<file path="src/shared/lane_defines.svh">
`ifndef LANE_DEFINES_SVH
`define LANE_DEFINES_SVH

`define MID_CODE        8'h00
`define RAMP_START      8'h00
`define STP_FRAME1_BASE 8'hFF
`define D21_5_OCTET     8'hB5
`define K28_5_OCTET     8'hBC
`define RPAT_LAST       4'hB
`define PRBS_SEED_MULT  23'h020401
`define LMODE_SC4       5'h04
`define LMODE_SC8       5'h05
`define LMODE_DC4       5'h06
`define LMODE_DC8       5'h07
`define LMODE_SC16      5'h11
`define LMODE_DC16      5'h12

`endif

</file>
<file path="src/shared/lane_pkg.sv">
package lane_pkg;

  typedef enum logic [3:0] {
    TP_NONE   = 4'h0,
    TP_PRBS7  = 4'h1,
    TP_PRBS15 = 4'h2,
    TP_PRBS23 = 4'h3,
    TP_RAMP   = 4'h4,
    TP_STP    = 4'h5,
    TP_D215   = 4'h6,
    TP_K285   = 4'h7,
    TP_RILA   = 4'h8,
    TP_RPAT   = 4'h9
  } test_mode_e;

  typedef struct packed {
    logic [7:0] octet;
    logic       is_ctrl;
    logic       bypass;
  } lane_out_s;

  typedef struct packed {
    logic [22:0] st;
    logic [7:0]  oct;
  } prbs_s;

endpackage

</file>
<file path="src/design/serial_lane_test_pattern_gen.sv">
`timescale 1ns/100ps
`include "lane_defines.svh"
module serial_lane_test_pattern_gen
  import lane_pkg::*;
(
  // Clock, reset, enable
  input  wire logic             sys_clk,
  input  wire logic             nrst,
  input  wire logic             clk_en,
  // Mode control
  input  wire logic [4:0]       lane_mode_select,
  input  wire logic [3:0]       test_pattern_select,
  input  wire logic             cfg_power_down,
  input  wire logic             power_down_pin,
  input  wire logic             calib_active,
  // Link layer status
  input  wire logic             ilas_done,
  input  wire logic             sync_req_n,
  // Sample frame
  input  wire logic [15:0][7:0] sample_in,
  // Lane streams
  output lane_out_s [7:0]       link_a_lanes,
  output lane_out_s [7:0]       link_b_lanes,
  output logic      [15:0]      lane_drv_en,
  output logic                  ilas_repeat,
  output logic                  cgs_start
);

  function automatic logic [3:0] lanes_per_link(input logic [4:0] m);
    case (m)
      `LMODE_SC4, `LMODE_DC4:   return 4'h2;
      `LMODE_SC8, `LMODE_DC8:   return 4'h4;
      `LMODE_SC16, `LMODE_DC16: return 4'h8;
      default:                  return 4'h0;
    endcase
  endfunction

  function automatic logic [22:0] prbs_seed(input logic [3:0] l);
    return 23'(({19'h0, l} + 23'h000001) * `PRBS_SEED_MULT);
  endfunction

  function automatic prbs_s prbs8(input logic [22:0] st, input test_mode_e m);
    logic [22:0] s;
    logic [7:0]  o;
    logic        nb;
    s = st;
    o = 8'h00;
    for (int i = 0; i < 8; i++)
    begin
      case (m)
        TP_PRBS7:  nb = s[5] ^ s[6];
        TP_PRBS15: nb = s[13] ^ s[14];
        default:   nb = s[17] ^ s[22];
      endcase
      s = {s[21:0], nb};
      o = {o[6:0], nb}; // Oldest bit lands in the MSB
    end
    return '{st: s, oct: o};
  endfunction

  function automatic logic [7:0] rpat_octet(input logic [3:0] i);
    case (i)
      4'h0:    return 8'hBE;
      4'h1:    return 8'hD7;
      4'h2:    return 8'h23;
      4'h3:    return 8'h47;
      4'h4:    return 8'h6B;
      4'h5:    return 8'h8F;
      4'h6:    return 8'hB3;
      4'h7:    return 8'h14;
      4'h8:    return 8'h5E;
      4'h9:    return 8'hFB;
      4'hA:    return 8'h35;
      default: return 8'h59;
    endcase
  endfunction

  // Reset release
  logic [1:0] rsync_q;
  logic [1:0] rsync_d;
  logic       rst_n;

  always_comb
  begin
    rsync_d = {rsync_q[0], 1'b1};
  end

  always_ff @(posedge sys_clk or negedge nrst)
  begin
    if (!nrst)
      rsync_q <= 2'b00;
    else if (clk_en)
      rsync_q <= rsync_d;
  end

  assign rst_n = rsync_q[1];

  // Power-down pin filter; stage 0 feeds only stage 1
  logic [2:0] pds_q;
  logic [2:0] pds_d;
  logic       pd_q;
  logic       pd_d;

  always_comb
  begin
    pds_d = {pds_q[1:0], power_down_pin};
    pd_d  = (pds_q[1] == pds_q[2]) ? pds_q[1] : pd_q;
  end

  always_ff @(posedge sys_clk or negedge rst_n)
  begin
    if (!rst_n)
    begin
      pds_q <= 3'h0;
      pd_q  <= 1'b0;
    end
    else if (clk_en)
    begin
      pds_q <= pds_d;
      pd_q  <= pd_d;
    end
  end

  // Pattern state and lane outputs
  logic [15:0][22:0] prbs_q;
  logic [15:0][22:0] prbs_d;
  logic [7:0]        ramp_q;
  logic [7:0]        ramp_d;
  logic              frame_q;
  logic              frame_d;
  logic [3:0]        rpat_q;
  logic [3:0]        rpat_d;
  logic              sreq_q;
  logic              sreq_d;
  logic              cgs_q;
  logic              cgs_d;
  lane_out_s [15:0]  lanes_q;
  lane_out_s [15:0]  lanes_d;
  logic [15:0]       drv_q;
  logic [15:0]       drv_d;
  test_mode_e        tp;
  logic [3:0]        lpl;
  logic              single;
  logic              is_prbs;
  prbs_s             p;
  logic [3:0]        idx;

  always_comb
  begin
    tp      = test_mode_e'(test_pattern_select);
    lpl     = lanes_per_link(lane_mode_select);
    single  = lane_mode_select inside {`LMODE_SC4, `LMODE_SC8, `LMODE_SC16};
    is_prbs = tp inside {TP_PRBS7, TP_PRBS15, TP_PRBS23};
    ramp_d  = (tp == TP_RAMP && ilas_done) ? 8'(ramp_q + 8'h01) : `RAMP_START;
    frame_d = (tp == TP_STP) ? ~frame_q : 1'b0;
    rpat_d  = (tp != TP_RPAT || rpat_q == `RPAT_LAST) ? 4'h0 : 4'(rpat_q + 4'h1);
    sreq_d  = sync_req_n;
    cgs_d   = (tp == TP_RILA) && sreq_q && !sync_req_n;
    p       = '0;
    idx     = 4'h0;
    for (int l = 0; l < 16; l++)
    begin
      p         = prbs8(prbs_q[l], tp);
      prbs_d[l] = (is_prbs && prbs_q[l] != '0) ? p.st : prbs_seed(4'(l));
      // Single-channel interleaves: lane k of A is 2k, of B is 2k+1
      idx = single ? {3'(l), 1'(l / 8)} : 4'(l);
      lanes_d[l] = '0;
      case (tp)
        TP_PRBS7, TP_PRBS15, TP_PRBS23:
        begin
          lanes_d[l].octet  = p.oct;
          lanes_d[l].bypass = 1'b1;
        end
        TP_RAMP:  lanes_d[l].octet = ramp_q;
        TP_STP:   lanes_d[l].octet = frame_q ? 8'(`STP_FRAME1_BASE - 8'(l % 8))
                                             : 8'(l % 8);
        TP_D215:  lanes_d[l].octet = `D21_5_OCTET;
        TP_K285:
        begin
          lanes_d[l].octet   = `K28_5_OCTET;
          lanes_d[l].is_ctrl = 1'b1;
        end
        TP_RPAT:  lanes_d[l].octet = rpat_octet(rpat_q);
        // Lane alignment octets come from the link layer in this mode
        TP_RILA:  lanes_d[l].octet = `MID_CODE;
        default:  lanes_d[l].octet = calib_active ? `MID_CODE : sample_in[idx];
      endcase
      // Drivers follow lane mode and power-down, never the pattern
      drv_d[l] = (4'(l % 8) < lpl) && !pd_q && !cfg_power_down;
    end
  end

  always_ff @(posedge sys_clk or negedge rst_n)
  begin
    if (!rst_n)
    begin
      prbs_q  <= '0;
      ramp_q  <= `RAMP_START;
      frame_q <= 1'b0;
      rpat_q  <= 4'h0;
      sreq_q  <= 1'b1;
      cgs_q   <= 1'b0;
      lanes_q <= '0;
      drv_q   <= 16'h0000;
    end
    else if (clk_en)
    begin
      prbs_q  <= prbs_d;
      ramp_q  <= ramp_d;
      frame_q <= frame_d;
      rpat_q  <= rpat_d;
      sreq_q  <= sreq_d;
      cgs_q   <= cgs_d;
      lanes_q <= lanes_d;
      drv_q   <= drv_d;
    end
  end

  assign link_a_lanes = lanes_q[7:0];
  assign link_b_lanes = lanes_q[15:8];
  assign lane_drv_en  = drv_q;
  assign cgs_start    = cgs_q;
  assign ilas_repeat  = (test_pattern_select == TP_RILA);
endmodule // serial_lane_test_pattern_gen

</file>
<file path="config.mk">
export PLATFORM = sky130hd
export DESIGN_NAME = serial_lane_test_pattern_gen
export DESIGN_NICKNAME = d
export VERILOG_FILES = /design/src/shared/lane_pkg.sv /design/src/design/serial_lane_test_pattern_gen.sv
export VERILOG_INCLUDE_DIRS = /design/src /design/src/shared
export SDC_FILE = /design/constraint.sdc
export NUM_CORES = 1
export LEC_CHECK = 0
export BUFFER_PORTS_ARGS = -buffer_cell sky130_fd_sc_hd__buf_2
export CORE_MARGIN = 5
export CORE_UTILIZATION = 40
export CTS_BUF_LIST = sky130_fd_sc_hd__clkbuf_4 sky130_fd_sc_hd__clkbuf_8
export CTS_CLUSTER_SIZE = 30
export DETAILED_ROUTE_END_ITERATION = 7
export GPL_TIMING_DRIVEN = 1
export SETUP_SLACK_MARGIN = 0.5
export SLEW_MARGIN = 20
export SYNTH_ARGS = -nofsm -noshare
export SYNTH_HDL_FRONTEND = slang
export SYNTH_SLANG_ARGS = --single-unit
export TNS_END_PERCENT = 100
</file>
<file path="constraint.sdc">
create_clock -name sys_clk -period 18.8 [get_ports sys_clk]
set_clock_uncertainty 0.15 [all_clocks]
set_input_delay 1.88 -clock sys_clk [delete_from_list [all_inputs] [get_ports sys_clk]]
set_output_delay 1.88 -clock sys_clk [all_outputs]
set_load 0.1 [all_outputs]
</file>
Word-level counts from Yosys, hierarchy flattened
Memories as Yosys holds them, arrays and structs flattened.
Cells that the tools add are included.
Storage, ports and cells
  flip-flop bits (word level): 535
  memory bits (read-only): 2048
  input bits: 145
  output and inout bits: 178
  word-level logic and storage cells: 780
  memories: 16
Memory list
  (no name shown): depth 16, width 8, read ports 1, clocked after memory_dff 0, write ports 0, line serial_lane_test_pattern_gen.sv:62  | case (i)
  (no name shown): depth 16, width 8, read ports 1, clocked after memory_dff 0, write ports 0, line serial_lane_test_pattern_gen.sv:62
  (no name shown): depth 16, width 8, read ports 1, clocked after memory_dff 0, write ports 0, line serial_lane_test_pattern_gen.sv:62
  (no name shown): depth 16, width 8, read ports 1, clocked after memory_dff 0, write ports 0, line serial_lane_test_pattern_gen.sv:62
  (no name shown): depth 16, width 8, read ports 1, clocked after memory_dff 0, write ports 0, line serial_lane_test_pattern_gen.sv:62
  (no name shown): depth 16, width 8, read ports 1, clocked after memory_dff 0, write ports 0, line serial_lane_test_pattern_gen.sv:62
  +10 memories
Operators by class
  add/subtract/negate cells: 2
  $lt $le $gt $ge: 22
  equality and inequality tests: 18
  muxes and demuxes: 232
  bitwise logic cells: 385
  reductions and logical operators: 62
Operator list (number)
  $pmux 8 s7: 16
  $bmux 8 s4: 14
  $xor 1x1->1: 384
  $mux 23: 16
  $reduce_bool 23->1: 16
  $mux 8: 39
  $pmux 1 s2: 128
  $lt 4x5->1 const B: 11
  $mux 4: 9
  $logic_and 1x1->1: 35
  $eq 5x3->1 const B: 4
  $eq 4x3->1 const B: 4
  $lt 3x4->1 const A: 4
  $eq 4x4->1 const B: 3
  $mux 3: 4
  $pmux 4 s3: 1
  $eq 5x5->1 const B: 2
  $lt 3x5->1 const B: 2
  $add 8x1->8 const B: 1
  $eq 4x2->1 const B: 2
  $lt 1x4->1 const A: 2
  $lt 2x4->1 const A: 2
  $reduce_bool 3->1: 2
  $reduce_or 2->1: 3
  other kinds (12): 17

Logic depth before layout (Yosys ltp)
Gate-level depths: netlist of the first run.
  depth in word-level cells: 7
  gate-level depth with buffers: 9
  depth with buffers taken out: 8

Worst setup path after synthesis of the first run
Ideal clock, no wire load.
  kind: register -> register
  start: reg rsync_q[1] (netlist name)
  end: reg rsync_q[1]
  data arrival time: 12.899 ns
  data required time: 18.498 ns
  setup slack: 5.599 ns
  stages on the path, launching flop included: 2
  path buffers: 0
  period minus slack after synthesis: 13.201 ns
  path through: dfrtp_1 -> mux2_2
RTL lines
  end signal: assignment: line serial_lane_test_pattern_gen.sv:93  | rsync_q <= rsync_d;
  end: declaration: line serial_lane_test_pattern_gen.sv:79  | logic [1:0] rsync_q;

Final worst setup path of the first run
  start: in test_pattern_select[1]
  end: out ilas_repeat
Between the ends
  word-level cells in the longest chain between the ends: 1
Ends and longest elaborated chain
  start: declaration: line serial_lane_test_pattern_gen.sv:12  | input wire logic [3:0] test_pattern_select,
  $eq 4x4->1: line serial_lane_test_pattern_gen.sv:223  | assign ilas_repeat = (test_pattern_select == TP_RILA);
  end: declaration: line serial_lane_test_pattern_gen.sv:25  | output logic ilas_repeat,
Every way passes these cells.

==> results of run 1 <==
==> critical path, stage by stage <==
cell	delay, ns
buf_2	0.74
buf_4	0.60
nor4b_1	0.13
buf_4	0.21
buf_2	0.29
==> sequential cells by signal, summed over array words and instances (netlist names), 2 cells and up <==
signal	flops
rsync_q	2
ramp_q	8
rpat_q	4
prbs_q	353
lane_drv_en	4
pds_q	3
link_a_lanes	64
p	15
link_b_lanes	66
==> area by class of cell <==
cell class                 count  area [sq um]  share of cell area (%)
timing repair buffer         367          2030                    6.00
multi-input combinational   2083         14500                    42.8
inverter                     235           887                    2.62
antenna                        4          10.0                  0.0295
clock inverter                14           200                   0.591
clock buffer                 158          1970                    5.83
tap                          959          1200                    3.54
sequential                   523         13100                    38.6
==> cell families after synthesis <==
| group | synth area share [%] |
|---|---|
| flops | 44.3 |
| simple gates | 9.35 |
| fa+ha+maj | 5.12 |
| xor+xnor | 8.06 |
| buf+inv | 7.11 |
| mux | 1.92 |
| compound gates | 24.2 |
==> synth_stat cells (15+ instances only) <==
| library cell | count | area share, % |
|---|---|---|
| dfrtp_1 | 522 | 44 |
| o21ai_0 | 131 | 2.2 |
| o22ai_1 | 259 | 5.5 |
| inv_1 | 233 | 3.0 |
| nand2_1 | 284 | 3.6 |
| buf_4 | 51 | 1.3 |
| clkbuf_1 | 148 | 1.9 |
| o21ai_1 | 15 | 0.25 |
| nand3_1 | 29 | 0.49 |
| mux2i_1 | 50 | 1.7 |
| buf_1 | 17 | 0.22 |
| a22o_1 | 128 | 3.8 |
| o221ai_1 | 26 | 0.77 |
| a22oi_1 | 60 | 1.5 |
| o32a_1 | 31 | 1.0 |
| o22a_1 | 68 | 2.0 |
| xor2_1 | 121 | 3.6 |
| nor2_1 | 150 | 1.9 |
| nor3_1 | 18 | 0.30 |
| buf_2 | 37 | 0.63 |
| nor4_1 | 23 | 0.49 |
| a21oi_1 | 194 | 3.3 |
| o21a_1 | 15 | 0.38 |
| xnor2_1 | 151 | 4.5 |
| ha_1 | 121 | 5.1 |
| a31oi_1 | 22 | 0.47 |
==> where the power goes <==
| group | switching, mW | internal [mW] | total, mW | leakage [nW] |
|---|---|---|---|---|
| Combinational | 0.582 | 0.175 | 0.757 | 7.47 |
| Clock | 0.520 | 0.716 | 1.24 | 1.14 |
| Sequential | 0.0767 | 1.20 | 1.28 | 6.14 |
| Total | 1.18 | 2.09 | 3.27 | 14.8 |
==> metal layers <==
layer  track usage (%)  share of wire, %  up-vias
met3              8.02                12      197
met5                 0            0.0095        -
met2              40.9                42     1506
met4              8.70               3.1        2
met1              41.1                43    13204
li1                  -                 -    11580
==> stage by stage <==
stage / utilization (%) / cell area [sq um] / total power, mW
CTS: 46.3 / 33800 / 3.28
global placement: 43.3 / 31700 / 2.04
global route: 46.4 / 33900 / 3.38
floorplan: - / 29600 / 1.83
finish: 46.4 / 33900 / 3.27
detailed placement: 43.3 / 31700 / 2.04
==> worst max-delay path by stage <==
| stage | startpoint | endpoint | slack (ns) | cells past startpoint |
|---|---|---|---|---|
| after CTS | test_pattern_select[1] | ilas_repeat | 12.99 | 5 |
| final | test_pattern_select[1] | ilas_repeat | 12.89 | 5 |
| after detailed placement | test_pattern_select[0] | link_a_lanes[4] | 12.87 | 9 |
| after floorplan | rsync_q[1] | cgs_start | 2.98 | 0 |
| after global placement | test_pattern_select[0] | link_a_lanes[4] | 12.94 | 9 |
| after global routing | test_pattern_select[1] | ilas_repeat | 12.92 | 5 |
==> results.cfg, run 1 <==
[outcome]
status = complete, no violations

[detailed_routing]
drtPass1Iterations = 6
vias = 26489
ant_nets = 0
drt_iter0_markers = 3134
drcViolationCount = 0
viasPerCell = 6.10
totalWireLength_um = 116000
wire_per_inst_um = 26.7

[hold_path]
worstHoldPathType = flop to asynchronous set/reset pin

[critical_path]
worstSetupStartpointType = input pin
crit_path_end_kind = primary output
worstSetupPathType = input pin to primary output
worst-r2r-cell-count = 8
crit_required_ns = 16.77
r2r_start = rpat_q[1]
worst_ep_arrival_time_ns = 3.88
critPathMaxFanout = 39
r2r-end = link_a_lanes[49]
rrSetupSlack_ns = 16.10

[clocking]
clkTransAtPathRegs_ns = 0.06
postCtsSetupRepairBufs = 0
cts_resized = 0
cts.sinks = 523
root_buffer = clkbuf_8
cts_buffers = 95
cts_tree = built
htreeDepth = 3
clk_latency_ns = 0.72
cts_hold_buf = 0
clk_path_buf_depth = 3

[layout]
drive_gt1_share_pct = 17.9
stdcell_count = 4343
final_nets = 3571
areaGrowthSynthToFinish_pct = 14.6
final_cell_mix = dfrtp_1, buf_2, nand2_1
layout_commonest_cell = dfrtp_1
fillers = 7012

[sta]
hold_ws_ns = 0.243
relSlewSlack_pct = 21.9
finalCritPeriodShare_pct = 31.5
period_minus_slack_ns = 5.91
hold_viol = 0
setup_tns_ns = 0
worstMarginPinSlew_ns = 1.17
slew_viol_final = 0
max_freq_ghz = 0.169
rsz0062_at_grt = no
setup_viol = 0
setup_ws_ns = 12.89

[floorplanning]
start_util_pct = 40.5
io_pins = 323
core_sq_um = 73100
core.rowCount = 99
die_w_um = 282
die_y_um = 282
die_area_sq_um = 79400

[global_routing]
antenna_found_initial = 9
gr-usage-all-layers_pct = 28.2
grt.overflow.total = 0
grt_max_degree = 173
first_global_vias = 25423
grt_pass1_wl_um = 170000

[synth]
synth_warnings = 0
async_flop_share_pct = 100
syn_avg_cell_area_sq_um = 9.55
synthesis.nets = 3363
ys_ff_latch = 523
synth-edff-count = 0
post_synth_num_cell_types = 79
yosysSeqAreaShare_pct = 44.3
syn-instance-count = 3097
synth_ff_type = dfrtp_1
syn_area_sq_um = 29600

[power]
ir_drop_uv = 63.8
p_leak_nw = 14.8
power_density_nw_per_um2 = 96.5

[placement]
gp_congestion = 0.919
place_inst = 4166
dp_hpwl_um = 78000
io_buffer_count = 322
place_ws_ns = 12.87

[flow_run]
cap_violations = 0
No activity file was read; power rests on OpenSTA's default activity.
==> run 2: changes to the inputs <==
==> constraint.sdc (replaced) <==
create_clock -name sys_clk -period 6.15 [get_ports sys_clk]
set_clock_uncertainty 0.15 [all_clocks]
set_input_delay 0.615 -clock sys_clk [delete_from_list [all_inputs] [get_ports sys_clk]]
set_output_delay 0.615 -clock sys_clk [all_outputs]
set_load 0.1 [all_outputs]
==> results.cfg, run 2 (synthesis results as in run 1) <==
[critical_path]
crit_family = simple AND/OR/NAND/NOR gates
critPathMaxFanout = 33
worst_ep_arrival_time_ns = 3.42
cp.buffers_inverters = 2
path_cells = buf_2, buf_4, nor2_1, nor2_2, nand2_1, nor2_1, a22oi_1
worstSetupStartpointType = input pin
rrSetupSlack_ns = 3.20
cpPeakStageDelay_ns = 1.02
cpMostUsedCell = nor2_1
worstSetupPathType = input pin to flop
crit_required_ns = 6.52
worst_path_max_delay_cell = nor2_1
crit_path_end_kind = flop

[sta]
period_minus_slack_ns = 3.04
max_freq_ghz = 0.329
finalCritPeriodShare_pct = 49.5
setup_viol = 0
worstMarginPinSlew_ns = 1.12
slew_viol_final = 0
setup_ws_ns = 3.11
relSlewSlack_pct = 24.7
rsz0062_at_grt = no
hold_viol = 0
setup_tns_ns = 0

[global_routing]
grt_pass1_wl_um = 173000
grt.overflow.total = 0
first_global_vias = 26067
grt_max_degree = 183
gr-usage-all-layers_pct = 28.8
antenna_found_initial = 6

[detailed_routing]
top_layer = met5
met2WireLength_um = 50500
vias = 26548
viasPerCell = 6.10
drtPass1Iterations = 6
met3_length_um = 13800
wire_per_inst_um = 27.0
met1Wirelength_um = 48900
ant_nets = 0
drt_iter0_markers = 3075
totalWireLength_um = 118000
drcViolationCount = 0

[placement]
dp_hpwl_um = 81600
place_ws_ns = 2.52
gp_congestion = 0.944
io_buffer_count = 322

[floorplanning]
core_sq_um = 73100
die_y_um = 282
die_w_um = 282
die_area_sq_um = 79400
io_pins = 323
core.rowCount = 99
start_util_pct = 40.5

[clocking]
clk_latency_ns = 0.73
cts_buffers = 94
clkTransAtPathRegs_ns = 0.06
clk_path_buf_depth = 3
root_buffer = clkbuf_8
htreeDepth = 3
cts.sinks = 523
cts_tree = built

[layout]
final_cell_mix = dfrtp_1, buf_2, nand2_1
layout_commonest_cell = dfrtp_1
areaGrowthSynthToFinish_pct = 14.7
final_nets = 3586
drive_gt1_share_pct = 18.0
largest_register_ffs = 353
top_register = prbs_q

[flow_run]
cap_violations = 0

[power]
p_leak_nw = 14.8
power_density_nw_per_um2 = 291
ir_drop_uv = 165

[outcome]
status = complete, no violations

[hold_path]
worstHoldPathType = input pin to asynchronous set/reset pin
## run 2: cell types whose count changed in the layout (fill, tap and decap cells not counted), sizes merged
cell	before	now
inv	233	239
buf	367	379
clkinvlp	3	1
clkinv	9	13
bufinv	4	3
diode	4	3
clkbuf	158	144
dlygate4sd3	0	4
## run 2: repair_timing
action | in CTS | in global routing
setup buffers | 0 | 0
endpoints found under the hold margin | 5 | 0
hold buffers | 4 | 0
gates resized for setup | 0 | 0
## run 2: final timing paths
path                       cells past startpoint                to                    from
setup / recovery                               7       prbs_q[289]  test_pattern_select[0]
hold / removal                                 2        rsync_q[0]                    nrst
setup reg to reg                               8  link_a_lanes[49]               rpat_q[1]
hold reg to reg                                0  link_b_lanes[25]              rsync_q[1]
max in group asynchronous                      2   link_a_lanes[3]              rsync_q[1]
min in group sys_clk                           3   link_a_lanes[4]            sample_in[2]
## run 2: worst register-to-register path: cells and delay by family, from the launching register on
kind,cells,cell delay [ns]
and+or+nand+nor,1,0.07
DFF,1,0.48
AOI/OAI and AO/OA,4,1.31
buffers and inverters,2,0.52
adders and majority gates,1,0.34
## run 2: through the flow
stage          utilization, %  area [sq um]  power, mW  cells  hold WS, ns
4_1_cts                  46.3         33900       9.89   4347       0.0117
2_1_floorplan               -         29600       5.60   3097        0.169
3_3_place_gp             43.5         31800       6.25   4178        0.146
3_5_place_dp             43.5         31800       6.25   4178        0.145
6_report                 46.4         33900       9.89   4351       0.0501
5_1_grt                  46.4         33900       10.2   4349       0.0268
## run 2: power breakdown
part           internal [mW]  leakage [nW]  switching, mW
Combinational          0.542          7.55           1.80
Clock                   2.05          1.10           1.60
Sequential              3.67          6.14          0.230
## run 2: layer usage
layer  global-route usage (%)  vias up
li1                         -    11608
met1                     40.4    13141
met2                     42.7     1554
met3                     8.17      243
met4                     10.5        2
met5                        0        -
## run 2: cell type report
type	instances	area, sq um
Clock buffer	144	1840
Multi-Input combinational cell	2083	14500
Tap cell	959	1200
Sequential cell	523	13100
Fill cell	7038	39200
Timing Repair Buffer	383	2170
Inverter	235	887
Antenna cell	3	7.51
Clock inverter	21	223
